### src/design/rim_pkg.sv
package rim_pkg;

  localparam logic [7:0] RIM_OFS_EN_A = 8'h02;
  localparam logic [7:0] RIM_OFS_EN_B = 8'h03;
  localparam logic [7:0] RIM_OFS_EN_C = 8'h04;
  localparam logic [7:0] RIM_OFS_FL_A = 8'h05;
  localparam logic [7:0] RIM_OFS_FL_B = 8'h06;
  localparam logic [7:0] RIM_OFS_FL_C = 8'h07;
  localparam logic [7:0] RIM_OFS_CMD = 8'h0f;
  localparam logic [7:0] RIM_CMD_SOFT_RESET = 8'hff;

  localparam logic [7:0] RIM_EN_RST = 8'h00;
  localparam logic [7:0] RIM_FL_RST = 8'h00;
  localparam logic [7:0] RIM_RDATA_RST = 8'h00;

  // Implemented bits per group; the rest are reserved or unused and read zero.
  localparam logic [7:0] RIM_VALID_A = 8'hff;
  localparam logic [7:0] RIM_VALID_B = 8'hbf;
  localparam logic [7:0] RIM_VALID_C = 8'hfc;

  // Bit positions of the role-qualified retry failures in group a.
  localparam int RIM_BIT_ACK_FAIL = 3;
  localparam int RIM_BIT_DATA_FAIL = 2;

  typedef struct packed {
    logic tx_buf1_sent;
    logic tx_buf0_sent;
    logic rx_buf1_stored;
    logic rx_buf0_stored;
    logic ack_retry_failed;
    logic data_retry_failed;
    logic pair_wake_done;
    logic pair_wake_failed;
  } rim_evt_a_s;

  typedef struct packed {
    logic battery_threshold_flag;
    logic reserved6;
    logic sync_lost;
    logic paired_full;
    logic already_paired;
    logic tx_ctrl_ready;
    logic rx_ctrl_ready;
    logic known_peer_seen;
  } rim_evt_b_s;

  typedef struct packed {
    logic temp_pair_done;
    logic temp_pair_failed;
    logic raw_rx_done;
    logic raw_tx_done;
    logic end_comm_req;
    logic unpair_req;
    logic [1:0] unused;
  } rim_evt_c_s;

  typedef struct packed {
    rim_evt_a_s a;
    rim_evt_b_s b;
    rim_evt_c_s c;
  } rim_evt_s;

  typedef struct packed {
    logic [7:0] addr;
    logic wr;
    logic rd;
    logic [7:0] wdata;
  } rim_req_s;

  typedef struct packed {
    logic [7:0] en_a;
    logic [7:0] en_b;
    logic [7:0] en_c;
    logic [7:0] fl_a;
    logic [7:0] fl_b;
    logic [7:0] fl_c;
    logic [7:0] rdata;
    logic rvld;
    logic irq;
  } rim_state_s;

endpackage

### src/design/rim_irq_unit.sv
`timescale 1ns/1ps
`default_nettype none
module rim_irq_unit
  import rim_pkg::*;
(
  input wire logic sys_clk, // 200 MHz register clock
  input wire logic rst_b, // synchronous reset, active low
  input wire rim_req_s req, // register access from serial interface
  output logic [7:0] reg_rdata, // read data, one cycle after read
  output logic reg_rdata_vld, // read data valid pulse
  input wire rim_evt_s evt, // event pulses from link manager
  input wire logic master_role, // high when configured as master
  output logic irq_out // interrupt pin, active high
);

  rim_state_s q_ff;
  rim_state_s nxt_q;
  rim_evt_s set;
  logic soft_rst;

  function automatic logic [7:0] upd_flags(input logic [7:0] cur, input logic clr,
                                           input logic [7:0] sv, input logic [7:0] valid);
    upd_flags = ((clr ? RIM_FL_RST : cur) | sv) & valid;
  endfunction

  always_comb
  begin
    nxt_q = q_ff;
    set = evt;
    set.a.ack_retry_failed = evt.a.ack_retry_failed & ~master_role;
    set.a.data_retry_failed = evt.a.data_retry_failed & master_role;
    soft_rst = req.wr && req.addr == RIM_OFS_CMD && req.wdata == RIM_CMD_SOFT_RESET;
    nxt_q.rvld = req.rd;
    nxt_q.rdata = RIM_RDATA_RST;
    if (req.rd)
    begin
      case (req.addr)
        RIM_OFS_EN_A: nxt_q.rdata = q_ff.en_a;
        RIM_OFS_EN_B: nxt_q.rdata = q_ff.en_b;
        RIM_OFS_EN_C: nxt_q.rdata = q_ff.en_c;
        RIM_OFS_FL_A: nxt_q.rdata = q_ff.fl_a;
        RIM_OFS_FL_B: nxt_q.rdata = q_ff.fl_b;
        RIM_OFS_FL_C: nxt_q.rdata = q_ff.fl_c;
        default: nxt_q.rdata = RIM_RDATA_RST;
      endcase
    end
    if (req.wr && req.addr == RIM_OFS_EN_A)
    begin
      nxt_q.en_a = req.wdata & RIM_VALID_A;
    end
    if (req.wr && req.addr == RIM_OFS_EN_B)
    begin
      nxt_q.en_b = req.wdata & RIM_VALID_B;
    end
    if (req.wr && req.addr == RIM_OFS_EN_C)
    begin
      nxt_q.en_c = req.wdata & RIM_VALID_C;
    end
    nxt_q.fl_a = upd_flags(q_ff.fl_a, req.rd && req.addr == RIM_OFS_FL_A, set.a, RIM_VALID_A);
    nxt_q.fl_b = upd_flags(q_ff.fl_b, req.rd && req.addr == RIM_OFS_FL_B, set.b, RIM_VALID_B);
    nxt_q.fl_c = upd_flags(q_ff.fl_c, req.rd && req.addr == RIM_OFS_FL_C, set.c, RIM_VALID_C);
    if (soft_rst)
    begin
      nxt_q.en_a = RIM_EN_RST;
      nxt_q.en_b = RIM_EN_RST;
      nxt_q.en_c = RIM_EN_RST;
      nxt_q.fl_a = upd_flags(RIM_FL_RST, 1'b1, set.a, RIM_VALID_A);
      nxt_q.fl_b = upd_flags(RIM_FL_RST, 1'b1, set.b, RIM_VALID_B);
      nxt_q.fl_c = upd_flags(RIM_FL_RST, 1'b1, set.c, RIM_VALID_C);
    end
    nxt_q.irq = |((nxt_q.fl_a & nxt_q.en_a) | (nxt_q.fl_b & nxt_q.en_b)
                  | (nxt_q.fl_c & nxt_q.en_c));
  end

  always_ff @(posedge sys_clk)
  begin
    if (!rst_b)
    begin
      q_ff <= '{en_a: RIM_EN_RST, en_b: RIM_EN_RST, en_c: RIM_EN_RST,
                fl_a: RIM_FL_RST, fl_b: RIM_FL_RST, fl_c: RIM_FL_RST,
                rdata: RIM_RDATA_RST, rvld: 1'b0, irq: 1'b0};
    end
    else
    begin
      q_ff <= nxt_q;
    end
  end

  assign reg_rdata = q_ff.rdata;
  assign reg_rdata_vld = q_ff.rvld;
  assign irq_out = q_ff.irq;
endmodule
`default_nettype wire

### config.mk
export PLATFORM = sky130hd
export DESIGN_NAME = rim_irq_unit
export DESIGN_NICKNAME = d
export VERILOG_FILES = /design/src/design/rim_pkg.sv /design/src/design/rim_irq_unit.sv
export SDC_FILE = /design/constraint.sdc
export NUM_CORES = 1
export LEC_CHECK = 0
export BUFFER_PORTS_ARGS = -buffer_cell sky130_fd_sc_hd__buf_4
export CORE_AREA = 10 10 92 94
export DETAILED_ROUTE_END_ITERATION = 7
export DIE_AREA = 0 0 102 104
export PLACE_DENSITY = 0.63
export SLEW_MARGIN = 10
export SYNTH_ARGS = -nofsm -noshare
export SYNTH_HDL_FRONTEND = slang
export SYNTH_SLANG_ARGS = --single-unit
### constraint.sdc
create_clock -name sys_clk -period 3.7 [get_ports sys_clk]
set_clock_uncertainty 0.15 [all_clocks]
set_input_delay 0.74 -clock sys_clk [delete_from_list [all_inputs] [get_ports sys_clk]]
set_output_delay 0.74 -clock sys_clk [all_outputs]
set_load 0.01 [all_outputs]
-- Word-level counts from Yosys, hierarchy flattened
Index checks and enable logic that the tools add are counted.
- logic and storage cells: 46
- input port bits: 45
- output and inout bits: 10
- bits in registers: 58
- reduce and logical (&&, ||, !) cells: 10
- equal/unequal tests: 8
- mux-type cells: 8
- bitwise gates (word level): 11
- operators by type and width (cell ; count):
    $mux 48 ; 1
    $mux 8 ; 6
    $pmux 8 s6 ; 1
    $or 8x8->8 ; 5
    $eq 8x3->1 const B ; 4
    $and 8x8->8 ; 3
    $eq 8x2->1 const B ; 2
    $eq 8x4->1 const B ; 1
    $eq 8x8->1 const B ; 1
    $logic_and 1x1->1 ; 8
    $reduce_or 8->1 ; 1
    $and 1x1->1 ; 2
    $reduce_and 2->1 ; 1
    $not 1->1 ; 1

-- Depth between registers and ports, before layout
Gate-level depths: netlist of run 1.
- depth after elaboration: 9
- gate-level depth with buffers: 9
- mapped depth without buffers: 7

-- Least setup slack after synthesis of run 1
No wires, ideal clock.
- path kind: input to register
- start: input port req[15] (netlist name)
- end: register q_ff (netlist bit irq_out)
- slack: 0.622 ns
- setup time: 0.120 ns
- data arrival time: 2.809 ns
- required time: 3.430 ns
- stages on the path: 8
- buffers on the path: 1
- path through: or4_4 > buf_6 > nor4b_4 > mux2i_1 > nor2_1 > a2111oi_4 > nand4_1 > o31a_1
- cells in the longest elaborated chain, start to end: 9
- ends and longest elaborated chain (element ; RTL line ; source):
    start, declared ; rim_irq_unit.sv:8 ; input wire rim_req_s req,
    $eq 8x3->1, on equally long branches ; rim_irq_unit.sv:59, rim_irq_unit.sv:60 ;
    $logic_and 1x1->1, on equally long branches ; rim_irq_unit.sv:59, rim_irq_unit.sv:60 ;
    $mux 8 ; rim_irq_unit.sv:23 ; upd_flags = ((clr ? RIM_FL_RST : cur) | sv) & valid;
    $or 8x8->8 ; rim_irq_unit.sv:23 ;
    $mux 48 * ; rim_irq_unit.sv:62 ; if (soft_rst)
    $and 8x8->8 ; rim_irq_unit.sv:71 ; nxt_q.irq = |((nxt_q.fl_a & nxt_q.en_a) | (nxt_q.fl_b & nxt_q.en_b)
    $or 8x8->8 ; rim_irq_unit.sv:71 ;
    $or 8x8->8 * ; rim_irq_unit.sv:72 ; | (nxt_q.fl_c & nxt_q.en_c));
    $reduce_or 8->1 * ; rim_irq_unit.sv:71 ;
    end signal, assigned ; rim_irq_unit.sv:79 ; q_ff <= '{en_a: RIM_EN_RST, en_b: RIM_EN_RST, en_c: RIM_EN_RST,
    end signal, assigned ; rim_irq_unit.sv:85 ; q_ff <= nxt_q;
    end, declared ; rim_irq_unit.sv:16 ; rim_state_s q_ff;
Mark *: on every way between the ends. The rest lies on a longest branch, timed or not.
A chain may end at the register's enable or synchronous reset.

-- Worst setup path after layout of run 1
Ends and elaborated chain as after synthesis.

==> results_tabular.tex, run 1 <==
\begin{tabular}{lr}
\hline
Metric & Value \\
\hline
\multicolumn{2}{l}{\textbf{GRT}} \\
Number of global-route vias before repair & 2,153 \\
Combined global-route utilization of all metal layers & 13.38\% \\
First-pass GRT wire length & 11,270 um \\
Number of antenna violations at the first check in global routing & 0 \\
Total overflow reported by the global router & 0 \\
Maximum number of pins on one net before global-route repair & 44 \\
\multicolumn{2}{l}{\textbf{Critical path}} \\
Worst path bufs/invs & 1 \\
Cell with the most instances on the worst path & or4\_4 \\
Worst setup EP type & register \\
Required time of the worst setup path & 3.76 ns \\
Family with the most delay on the worst path & simple AND/OR/NAND/NOR gates \\
Worst endpoint data arrival time & 3.22 ns \\
Biggest fanout along the worst timing path & 12 \\
Cell breakdown of the critical path & buf\_4 -> or4\_4 -> or4\_4 -> mux2i\_1 -> a211oi\_1 -> a2111oi\_4 -> nand4\_1 -> o31a\_1 \\
Critical-path top delay cell & or4\_4 \\
Category of the worst setup path launch point & input port \\
Maximum cell stage delay along the critical path & 0.63 ns \\
CP Class & in2reg \\
\multicolumn{2}{l}{\textbf{Routing}} \\
Per-cell via count in the routed design & 5.344 \\
Final routed wirelength across all metal layers & 7134 um \\
Count of nets left with antenna violations after detail routing & 0 \\
Routed via count & 2,143 \\
First-pass iteration count of the detailed router & 4 \\
Number of remaining DRC errors & 0 \\
Mean routed wirelength per cell & 17.79 um \\
1st-iter DRT viols & 212 \\
\multicolumn{2}{l}{\textbf{STA}} \\
Hold Fails Final Rpt & 0 \\
Max-Slew Margin vs Limit & 39.98\% \\
Number of max-slew violations in the final report & 0 \\
Worst-Margin Slew & 0.9002 ns \\
Final Cycle Share & 85.53\% \\
Final setup violation count & 0 \\
Unrepaired setup endpoints after global routing & no \\
Final min period & 3.165 ns \\
Max Fclk & 316.0 MHz \\
Total Neg Setup Slack & 0 ns \\
\multicolumn{2}{l}{\textbf{Power}} \\
Share of total power in sequential cells & 56.5\% \\
Final Power & 1.040 mW \\
Proportion of power drawn by the clock network & 32.7\% \\
Worst VDD drop & 167.0 uV \\
Switching share of power & 24.05\% \\
Net switching power & 250.1 uW \\
Cell Int Power & 789.7 uW \\
Leak pwr & 1.317 nW \\
Fraction of power consumed by combinational cells & 10.9\% \\
Power density over the cells & 334.3 nW/um\^{}2 \\
\multicolumn{2}{l}{\textbf{Clocking}} \\
\# Post-CTS Setup Buffers & 0 \\
Maximum buffer depth of the clock tree & 2 \\
Clock tree root driver cell & clkbuf\_8 \\
Number of resized instances in the post-cts repair step & 0 \\
Number of clock sinks seen by CTS & 52 \\
Maximum level of the CTS H-tree & 2 \\
Source-to-sink clock delay at the later pin of the worst-skew pair & 0.31 ns \\
Total CTS buffers & 5 \\
Clock-pin slew of the registers on the worst-case setup and hold paths & 0.09 ns \\
Clock tree from TritonCTS & done \\
Hold bufs inserted after CTS & 0 \\
\multicolumn{2}{l}{\textbf{Yosys}} \\
Number of flops mapped to enable cells by yosys & 0 \\
Cell Area, Synth & 2596 um\^{}2 \\
Synth Area per Inst & 9.339 um\^{}2 \\
Seq cells post-synth & 52 \\
Biggest area consumer among synthesized cells & dfxtp\_1 \\
Dominant synthesized flop cell & dfxtp\_1 \\
Cell types with the largest area share after synthesis & dfxtp\_1 40\%, mux2i\_1 8.9\%, and2\_1 6.0\%, nor2\_1 3.9\%, a22oi\_1 3.8\% \\
Yosys top cell area share & 40.10\% \\
Ys Warns & 0 \\
Proportion of synthesized chip area in sequential cells & 40.10\% \\
Number of standard cells after synthesis & 278 \\
Most used standard cell by instance count after synthesis & dfxtp\_1 \\
Leading cell types by count after synthesis & 52 x dfxtp\_1, 27 x nor2\_1, 25 x and2\_1 \\
Distinct cell type count after synthesis & 49 \\
Share of flip-flops with an asynchronous set or reset after synthesis & 0\% \\
Post-Synthesis Net Count & 323 \\
\multicolumn{2}{l}{\textbf{Run status}} \\
Outcome & complete, no violations \\
\multicolumn{2}{l}{\textbf{Floorplanning}} \\
Die Outline Area & 10,610 um\^{}2 \\
Vertical die dimension & 104 um \\
Floorplan row count & 30 \\
Area of the placeable core & 6681 um\^{}2 \\
I/O pin cnt & 55 \\
Floorplan die width & 102 um \\
Initial Utilization & 38.86\% \\
\multicolumn{2}{l}{\textbf{Finish}} \\
Total inserted antenna cells & 0 \\
Number of fill cells & 666 \\
Fraction of layout instances using a drive strength above 1 & 26.17\% \\
Final-stage net count & 365 \\
Synth-to-layout area growth & 19.81\% \\
\multicolumn{2}{l}{\textbf{Placement}} \\
Routability Congestion & 0.9107 \\
Number of I/O port buffers & 51 \\
DP Wirelength & 5475 um \\
\multicolumn{2}{l}{\textbf{Hold path}} \\
Kind of path behind the tightest hold check & reg2reg \\
\multicolumn{2}{l}{\textbf{Flow run}} \\
Count of max-cap constraint violations & 0 \\
\hline
\end{tabular}
==> power groups by stage <==
stage                     logic [mW]  clock network, mW  registers, mW
after floorplan               0.0592                  0          0.596
after global placement         0.112                  0          0.600
after detailed placement       0.112                  0          0.600
after CTS                      0.113              0.349          0.587
after global routing           0.124              0.375          0.589
final                          0.113              0.340          0.587
==> state kept, by name, summed over array words and instances, names as in the netlist <==
register and count:
reg_rdata_vld 1, q_ff 42, irq_out 1, reg_rdata 8
==> layer usage <==
metal	wire length [um]	track usage, %	share of wire [%]	vias up
met4	77	3.629	1.1	0
met2	3184	19.18	45	73
met1	3356	18.85	47	995
met5	0	0	0	-
met3	514	3.787	7.2	7
li1	-	-	-	1068
==> path summary, 6_finish.rpt <==
check             startpoint           end  slack [ns]  cells after the start
setup reg to reg    q_ff[47]       irq_out        2.07                      5
setup / recovery     req[15]       irq_out        0.54                      8
hold reg to reg     q_ff[55]  reg_rdata[5]        0.32                      2
hold / removal      q_ff[55]  reg_rdata[5]        0.32                      2
==> metrics by stage <==
step	utilization (%)	cell area, um^2	hold slack [ns]	std cells	worst slack (ns)
4_1_cts	46.55	3110	0.3244	401	0.5420
3_3_place_gp	45.15	3017	0.3077	393	0.2102
6_report	46.55	3110	0.3176	401	0.5355
5_1_grt	46.55	3110	0.3436	401	0.4904
3_5_place_dp	45.15	3017	0.3098	393	0.2118
2_1_floorplan	-	2596	0.2795	278	0.6216
==> cells in the final DEF (no fill, tap or decap), types with 4 or more instances in the layout <==
| cell | synthesis | final |
|---|---|---|
| a22oi_1 | 13 | 13 |
| and2_1 | 25 | 25 |
| nor3b_1 | 7 | 7 |
| nor2_1 | 27 | 27 |
| mux2_2 | 5 | 5 |
| clkbuf_8 | 0 | 6 |
| dfxtp_1 | 52 | 52 |
| mux2i_1 | 23 | 23 |
| nand2_1 | 13 | 13 |
| a21oi_1 | 18 | 18 |
| o21ai_0 | 4 | 4 |
| or3_1 | 4 | 4 |
| buf_4 | 8 | 58 |
| nor2b_1 | 11 | 11 |
| inv_1 | 4 | 4 |
| a21o_1 | 5 | 5 |
| nand4_1 | 4 | 4 |
==> logic make-up (layout without fill, tap and decap cells) <==
family                 count (synthesis)  in the layout  synth area share, %
muxes                                 31             31                13.20
and+or+nand+nor                      111            111                24.87
buffers and inverters                 28             71                6.024
AOI/OAI and AO/OA                     56             56                15.81
DFF                                   52             52                40.10
==> worst min-delay path, stage by stage (launching register included) <==
cell and delay [ns]:
dfxtp_1 0.32, nand2_1 0.05, a21oi_1 0.05
==> area by class of cell <==
type	count	area (um^2)	share of cell area, %
Clock buffer	7	86.33	2.776
Clock inverter	1	7.507	0.2414
Inverter	4	15.01	0.4827
Multi-Input combinational cell	198	1405	45.17
Sequential cell	52	1041	33.47
Tap cell	80	100.1	3.218
Timing Repair Buffer	59	455.4	14.64
Power figures use the tool's default switching activity.
==> run 2: changes to the inputs <==
--- a/config.mk
+++ b/config.mk
@@ -10,7 +10,7 @@
 export DETAILED_ROUTE_END_ITERATION = 7
 export DIE_AREA = 0 0 102 104
 export PLACE_DENSITY = 0.63
-export SLEW_MARGIN = 10
+export SLEW_MARGIN = 5
 export SYNTH_ARGS = -nofsm -noshare
 export SYNTH_HDL_FRONTEND = slang
 export SYNTH_SLANG_ARGS = --single-unit
==> constraint.sdc (replaced) <==
create_clock -name sys_clk -period 3.61 [get_ports sys_clk]
set_clock_uncertainty 0.15 [all_clocks]
set_input_delay 0.722 -clock sys_clk [delete_from_list [all_inputs] [get_ports sys_clk]]
set_output_delay 0.722 -clock sys_clk [all_outputs]
set_load 0.01 [all_outputs]
==> run 2 against run 1 <==
Non-clock buffer count up 2. Cell count increased by 0.25%. Sequential cell count is the same. Global-route usage up 0.40 points. Design area is 0.40% higher. Worst hold slack worse by 0.0043 ns. Sequential share of layout area fell by 0.13 points. Critical endpoint unchanged.
==> results_tabular.tex, run 2 (synthesized netlist as in run 1, its figures left out) <==
\begin{tabular}{lr}
\hline
Metric & Value \\
\hline
\multicolumn{2}{l}{\textbf{Critical path}} \\
Worst setup EP type & register (unchanged) \\
Worst flop-to-flop path startpoint & q\_ff[47] (unchanged) \\
Maximum cell stage delay along the critical path & 0.63 ns (about the same) \\
Cell with the most instances on the worst path & buf\_4 (was or4\_4) \\
Family with the most delay on the worst path & simple AND/OR/NAND/NOR gates (unchanged) \\
Critical-path top delay cell & or4\_4 (unchanged) \\
FF-to-FF path depth & 5 (unchanged) \\
Worst reg2reg endpoint & irq\_out (unchanged) \\
Biggest fanout along the worst timing path & 12 (unchanged) \\
Category of the worst setup path launch point & input port (unchanged) \\
Logic depth of the worst path, buffers included & 9 (was 8) \\
Cell breakdown of the critical path & buf\_4 -> or4\_4 -> or4\_1 -> buf\_4 -> mux2i\_1 -> nor2\_1 -> a22oi\_1 -> nand4\_1 -> o31a\_1 (was buf\_4 -> or4\_4 -> or4\_4 -> mux2i\_1 -> a211oi\_1 -> a2111oi\_4 -> nand4\_1 -> o31a\_1) \\
Worst endpoint data arrival time & 3.23 ns (was 3.22 ns) \\
CP Class & in2reg (unchanged) \\
Internal reg-to-reg setup slack & 1.99 ns (was 2.07 ns) \\
Required time of the worst setup path & 3.67 ns (was 3.76 ns) \\
Origin of the worst setup path & req[15] (unchanged) \\
Worst path bufs/invs & 2 (was 1) \\
\multicolumn{2}{l}{\textbf{Finish}} \\
Final-stage net count & 367 (was 365) \\
Post-route insts no fill & 402 (was 401) \\
Top register by number of flip-flops & q\_ff (unchanged) \\
Highest-count cells in the layout ignoring fill and taps & 60 x buf\_4, 52 x dfxtp\_1, 27 x nor2\_1, 25 x and2\_1, 23 x mux2i\_1 (was 58 x buf\_4, 52 x dfxtp\_1, 27 x nor2\_1, 25 x and2\_1, 23 x mux2i\_1) \\
Fraction of layout instances using a drive strength above 1 & 26.71\% (was 26.17\%) \\
Synth-to-layout area growth & 20.29\% (was 19.81\%) \\
Flip-flop count of the largest register, all copies and words added & 42 (unchanged) \\
Most common library cell in the layout ignoring fill and taps & buf\_4 (unchanged) \\
Total inserted antenna cells & 0 (unchanged) \\
\multicolumn{2}{l}{\textbf{Routing}} \\
Number of remaining DRC errors & 0 (unchanged) \\
Final routed wirelength across all metal layers & 7307 um (was 7134 um) \\
First-pass iteration count of the detailed router & 4 (unchanged) \\
Per-cell via count in the routed design & 5.428 (was 5.344) \\
Mean routed wirelength per cell & 18.18 um (was 17.79 um) \\
Routed via count & 2,182 (was 2,143) \\
Count of nets left with antenna violations after detail routing & 0 (unchanged) \\
1st-iter DRT viols & 264 (was 212) \\
\multicolumn{2}{l}{\textbf{STA}} \\
Worst-Margin Slew & 0.8641 ns (was 0.9002 ns) \\
Unrepaired setup endpoints after global routing & no (unchanged) \\
Max Fclk & 315.0 MHz \\
Max-Slew Margin vs Limit & 42.39\% (was 39.98\%) \\
Final setup violation count & 0 (unchanged) \\
Final min period & 3.175 ns \\
Number of max-slew violations in the final report & 0 (unchanged) \\
Total Neg Setup Slack & 0 ns (unchanged) \\
Hold Fails Final Rpt & 0 (unchanged) \\
Final Cycle Share & 87.94\% \\
\multicolumn{2}{l}{\textbf{Floorplanning}} \\
Floorplan die width & 102 um (unchanged) \\
Initial Utilization & 38.86\% (unchanged) \\
I/O pin cnt & 55 (unchanged) \\
Floorplan row count & 30 (unchanged) \\
Die Outline Area & 10,610 um\^{}2 (unchanged) \\
Vertical die dimension & 104 um (unchanged) \\
Area of the placeable core & 6681 um\^{}2 (unchanged) \\
\multicolumn{2}{l}{\textbf{Flow run}} \\
Count of max-cap constraint violations & 0 (unchanged) \\
\multicolumn{2}{l}{\textbf{Clocking}} \\
\# Post-CTS Setup Buffers & 0 (unchanged) \\
Number of resized instances in the post-cts repair step & 0 (unchanged) \\
Clock tree from TritonCTS & done (unchanged) \\
Clock-pin slew of the registers on the worst-case setup and hold paths & 0.09 ns (about the same) \\
Total CTS buffers & 5 (unchanged) \\
Hold bufs inserted after CTS & 0 (unchanged) \\
Clock tree root driver cell & clkbuf\_8 (unchanged) \\
Number of clock sinks seen by CTS & 52 (unchanged) \\
Source-to-sink clock delay at the later pin of the worst-skew pair & 0.31 ns (about the same) \\
Maximum level of the CTS H-tree & 2 (unchanged) \\
Maximum buffer depth of the clock tree & 2 (unchanged) \\
\multicolumn{2}{l}{\textbf{GRT}} \\
Maximum number of pins on one net before global-route repair & 44 (unchanged) \\
Combined global-route utilization of all metal layers & 13.78\% (was 13.38\%) \\
Number of antenna violations at the first check in global routing & 0 (unchanged) \\
First-pass GRT wire length & 11,740 um (was 11,270 um) \\
Number of global-route vias before repair & 2,196 (was 2,153) \\
Total overflow reported by the global router & 0 (unchanged) \\
\multicolumn{2}{l}{\textbf{Hold path}} \\
Hold Crit Endpoint & reg\_rdata[5] (unchanged) \\
Kind of path behind the tightest hold check & reg2reg (unchanged) \\
Source of the worst hold timing path & q\_ff[55] (unchanged) \\
Number of cells on the worst hold path & 2 (unchanged) \\
\multicolumn{2}{l}{\textbf{Placement}} \\
Routability Congestion & 0.9269 (was 0.9107) \\
Number of I/O port buffers & 51 (unchanged) \\
DP Wirelength & 5608 um (was 5475 um) \\
Post-placement cell count & 395 (was 393) \\
\multicolumn{2}{l}{\textbf{Run status}} \\
Outcome & complete, no violations (unchanged) \\
\multicolumn{2}{l}{\textbf{Power}} \\
Power density over the cells & 341.3 nW/um\^{}2 (was 334.3 nW/um\^{}2) \\
Worst VDD drop & 167.7 uV (was 167.0 uV) \\
Leak pwr & 1.330 nW (was 1.317 nW) \\
\hline
\end{tabular}
run 2: worst max path at each step:
| stage | end | slack, ns |
|---|---|---|
| global placement | irq_out | 0.13 |
| finish | irq_out | 0.44 |
| detailed placement | irq_out | 0.12 |
| CTS | irq_out | 0.44 |
| global route | irq_out | 0.38 |
| floorplan | irq_out | 0.55 |
run 2: power breakdown:
group / total (mW) / switching, mW / internal, mW
clock network: 0.347 / 0.194 / 0.153
logic: 0.117 / 0.0544 / 0.0627
registers: 0.601 / 0.0101 / 0.591
run 2: worst reg2reg max path: stages, from the launching register on:
cell       delay [ns]
dfxtp_1          0.32
mux2i_1          0.31
a211oi_1         0.13
a2111oi_4        0.24
nand4_1          0.13
o31a_1           0.24
run 2: stage by stage:
| step | cell area (um^2) | hold WS, ns | setup WS [ns] | total power [mW] | utilization [%] |
|---|---|---|---|---|---|
| floorplan | 2596 | 0.2795 | 0.5496 | 0.6718 | - |
| global placement | 3032 | 0.2961 | 0.1289 | 0.7307 | 45.37 |
| detailed placement | 3032 | 0.3070 | 0.1233 | 0.7321 | 45.37 |
| CTS | 3123 | 0.3207 | 0.4444 | 1.073 | 46.74 |
| global route | 3123 | 0.3521 | 0.3837 | 1.111 | 46.74 |
| finish | 3123 | 0.3133 | 0.4353 | 1.066 | 46.74 |
run 2: layer usage:
metal	track usage [%]	routed length, um
met1	18.69	3341
met2	21.19	3363
met3	3.654	546
met4	2.823	55
met5	0	0
run 2: cell type report:
type	instances	area [um^2]
multi-input combinational	198	1405
inverter	4	15.01
sequential	52	1041
timing repair buffer	61	470.5
clock buffer	6	82.58
clock inverter	1	8.758
tap	80	100.1
fill	656	3558
==> run 3: changes to the inputs <==
--- a/config.mk
+++ b/config.mk
@@ -6,10 +6,11 @@
 export NUM_CORES = 1
 export LEC_CHECK = 0
 export BUFFER_PORTS_ARGS = -buffer_cell sky130_fd_sc_hd__buf_4
-export CORE_AREA = 10 10 92 94
+export CAP_MARGIN = 20
+export CORE_AREA = 10 10 84 86
 export DETAILED_ROUTE_END_ITERATION = 7
-export DIE_AREA = 0 0 102 104
-export PLACE_DENSITY = 0.63
+export DIE_AREA = 0 0 94 96
+export PLACE_DENSITY = 0.75
 export SLEW_MARGIN = 5
 export SYNTH_ARGS = -nofsm -noshare
 export SYNTH_HDL_FRONTEND = slang
==> run 3 against run 2 <==
Routed wire length down 2.3%. Global-route usage up 2.4 points. Sequential share of layout area is 0.22 points higher. Worst hold slack improved by 0.0087 ns. Highest routed layer unchanged. Sequential power about the same. Clock power increased by 3%. Die area shrank 15%. Combinational power hardly changed. Non-clock buffer count stayed put. First-iteration DRC count shrank 1.5%. Utilization rose by 11 points. Critical path type unchanged.
==> results_tabular.tex, run 3 (synthesized netlist as in run 1, its figures left out) <==
\begin{tabular}{lr}
\hline
Metric & Value \\
\hline
\multicolumn{2}{l}{\textbf{Finish}} \\
Highest-count cells in the layout ignoring fill and taps & 61 x buf\_4, 52 x dfxtp\_1, 27 x nor2\_1, 25 x and2\_1, 23 x mux2i\_1 (was 60 x buf\_4, 52 x dfxtp\_1, 27 x nor2\_1, 25 x and2\_1, 23 x mux2i\_1) \\
Final-stage net count & 367 (unchanged) \\
Total inserted antenna cells & 0 (unchanged) \\
Most common library cell in the layout ignoring fill and taps & buf\_4 (unchanged) \\
Post-route insts no fill & 395 (was 402) \\
Fraction of layout instances using a drive strength above 1 & 26.63\% (was 26.71\%) \\
Top register by number of flip-flops & q\_ff (unchanged) \\
Flip-flop count of the largest register, all copies and words added & 42 (unchanged) \\
Synth-to-layout area growth & 19.52\% (was 20.29\%) \\
\multicolumn{2}{l}{\textbf{Critical path}} \\
Internal reg-to-reg setup slack & 1.98 ns (was 1.99 ns) \\
Family with the most delay on the worst path & simple AND/OR/NAND/NOR gates (unchanged) \\
Maximum cell stage delay along the critical path & 0.71 ns (was 0.63 ns) \\
Worst setup EP type & register (unchanged) \\
Worst path bufs/invs & 2 (unchanged) \\
Cell breakdown of the critical path & buf\_4 -> or4\_4 -> buf\_4 -> or4\_1 -> a31o\_1 -> a22oi\_1 -> nand4\_1 -> o31a\_1 (was buf\_4 -> or4\_4 -> or4\_1 -> buf\_4 -> mux2i\_1 -> nor2\_1 -> a22oi\_1 -> nand4\_1 -> o31a\_1) \\
Biggest fanout along the worst timing path & 10 (was 12) \\
Critical-path top delay cell & or4\_1 (was or4\_4) \\
Category of the worst setup path launch point & input port (unchanged) \\
CP Class & in2reg (unchanged) \\
Worst endpoint data arrival time & 3.14 ns (was 3.23 ns) \\
Cell with the most instances on the worst path & buf\_4 (unchanged) \\
Required time of the worst setup path & 3.67 ns (about the same) \\
\multicolumn{2}{l}{\textbf{Clocking}} \\
Number of clock sinks seen by CTS & 52 (unchanged) \\
Clock-pin slew of the registers on the worst-case setup and hold paths & 0.10 ns (was 0.09 ns) \\
Hold bufs inserted after CTS & 0 (unchanged) \\
Maximum level of the CTS H-tree & 2 (unchanged) \\
Number of resized instances in the post-cts repair step & 0 (unchanged) \\
Clock tree from TritonCTS & done (unchanged) \\
\# Post-CTS Setup Buffers & 0 (unchanged) \\
Total CTS buffers & 5 (unchanged) \\
Clock tree root driver cell & clkbuf\_8 (unchanged) \\
Source-to-sink clock delay at the later pin of the worst-skew pair & 0.31 ns (about the same) \\
Maximum buffer depth of the clock tree & 2 (unchanged) \\
\multicolumn{2}{l}{\textbf{Floorplanning}} \\
I/O pin cnt & 55 (unchanged) \\
Die Outline Area & 9024 um\^{}2 (was 10,610 um\^{}2) \\
Floorplan row count & 27 (was 30) \\
Area of the placeable core & 5405 um\^{}2 (was 6681 um\^{}2) \\
Vertical die dimension & 96 um (was 104 um) \\
Floorplan die width & 94 um (was 102 um) \\
Initial Utilization & 48.03\% (was 38.86\%) \\
\multicolumn{2}{l}{\textbf{Run status}} \\
Outcome & complete, no violations (unchanged) \\
\multicolumn{2}{l}{\textbf{Routing}} \\
Final routed wirelength across all metal layers & 7138 um (was 7307 um) \\
Per-cell via count in the routed design & 5.635 (was 5.428) \\
Routed via count & 2,226 (was 2,182) \\
First-pass iteration count of the detailed router & 5 (was 4) \\
Mean routed wirelength per cell & 18.07 um (was 18.18 um) \\
1st-iter DRT viols & 260 (was 264) \\
Count of nets left with antenna violations after detail routing & 0 (unchanged) \\
Number of remaining DRC errors & 0 (unchanged) \\
\multicolumn{2}{l}{\textbf{GRT}} \\
Number of antenna violations at the first check in global routing & 0 (unchanged) \\
Number of global-route vias before repair & 2,207 (was 2,196) \\
Maximum number of pins on one net before global-route repair & 44 (unchanged) \\
Total overflow reported by the global router & 0 (unchanged) \\
First-pass GRT wire length & 11,380 um (was 11,740 um) \\
Combined global-route utilization of all metal layers & 16.19\% (was 13.78\%) \\
\multicolumn{2}{l}{\textbf{Power}} \\
Worst VDD drop & 204.2 uV (was 167.7 uV) \\
Leak pwr & 1.325 nW (was 1.330 nW) \\
Power density over the cells & 346.7 nW/um\^{}2 (was 341.3 nW/um\^{}2) \\
\multicolumn{2}{l}{\textbf{STA}} \\
Max Fclk & 323.9 MHz (was 315.0 MHz) \\
Number of max-slew violations in the final report & 0 (unchanged) \\
Hold Fails Final Rpt & 0 (unchanged) \\
Worst-Margin Slew & 0.8307 ns (was 0.8641 ns) \\
Unrepaired setup endpoints after global routing & no (unchanged) \\
Final Cycle Share & 85.51\% (was 87.94\%) \\
Setup slack after layout & 0.5230 ns (was 0.4353 ns) \\
Max-Slew Margin vs Limit & 44.62\% (was 42.39\%) \\
Total Neg Setup Slack & 0 ns (unchanged) \\
Final setup violation count & 0 (unchanged) \\
Final min period & 3.087 ns (was 3.175 ns) \\
\multicolumn{2}{l}{\textbf{Placement}} \\
Setup slack at placement & 0.2025 ns (was 0.1233 ns) \\
Number of I/O port buffers & 51 (unchanged) \\
DP Wirelength & 5447 um (was 5608 um) \\
Post-placement cell count & 387 (was 395) \\
Routability Congestion & 0.9638 (was 0.9269) \\
\multicolumn{2}{l}{\textbf{Flow run}} \\
Count of max-cap constraint violations & 0 (unchanged) \\
\multicolumn{2}{l}{\textbf{Hold path}} \\
Kind of path behind the tightest hold check & reg2reg (unchanged) \\
\hline
\end{tabular}
## run 3: cell count changes in the layout (fill, tap and decap cells not counted), sizes merged
cell	delta
clkbuf	+1
clkinv	-1
clkinvlp	+1
## run 3: cell type report
cell class                      instances  area (um^2)
Timing Repair Buffer                   61        457.9
Inverter                                4        15.01
Clock buffer                            7        86.33
Fill cell                             517         2302
Sequential cell                        52         1041
Multi-Input combinational cell        198         1405
Clock inverter                          1        7.507
Tap cell                               72        90.09
## run 3: worst register-to-register path, delay by kind of cell, from the launching register on
family,cells,cell delay [ns]
compound gates,3,0.61
mux,1,0.28
simple gates,1,0.14
flops,1,0.34
## run 3: per-stage QoR
| stage | area, um^2 | hold WS, ns | total power [mW] | utilization [%] |
|---|---|---|---|---|
| after global placement | 3009 | 0.3028 | 0.7288 | 55.67 |
| after floorplan | 2596 | 0.2795 | 0.6718 | - |
| final | 3103 | 0.3220 | 1.076 | 57.41 |
| after global routing | 3103 | 0.3787 | 1.118 | 57.41 |
| after CTS | 3103 | 0.3237 | 1.074 | 57.41 |
| after detailed placement | 3009 | 0.3094 | 0.7308 | 55.67 |
## run 3: final timing paths
path	from	endpoint	depth (start not counted)
worst min register to register	q_ff[55]	reg_rdata[5]	2
worst min-delay path	q_ff[55]	reg_rdata[5]	2
worst max register to register	q_ff[47]	irq_out	5
worst max-delay path	req[15]	irq_out	8
## run 3: report_power, final
group          total [mW]  switching (mW)  internal (mW)
Sequential          0.602          0.0107          0.591
Clock               0.357           0.201          0.156
Combinational       0.117          0.0537         0.0630
## run 3: metal layers
layer  vias to the layer above  GRT usage (%)  share of wire (%)
met1                      1018          20.92                 45
met3                        23          4.591                8.0
met2                       109          25.23                 45
met5                         -              0                  0
met4                         0          5.823                2.7
li1                       1076              -                  -
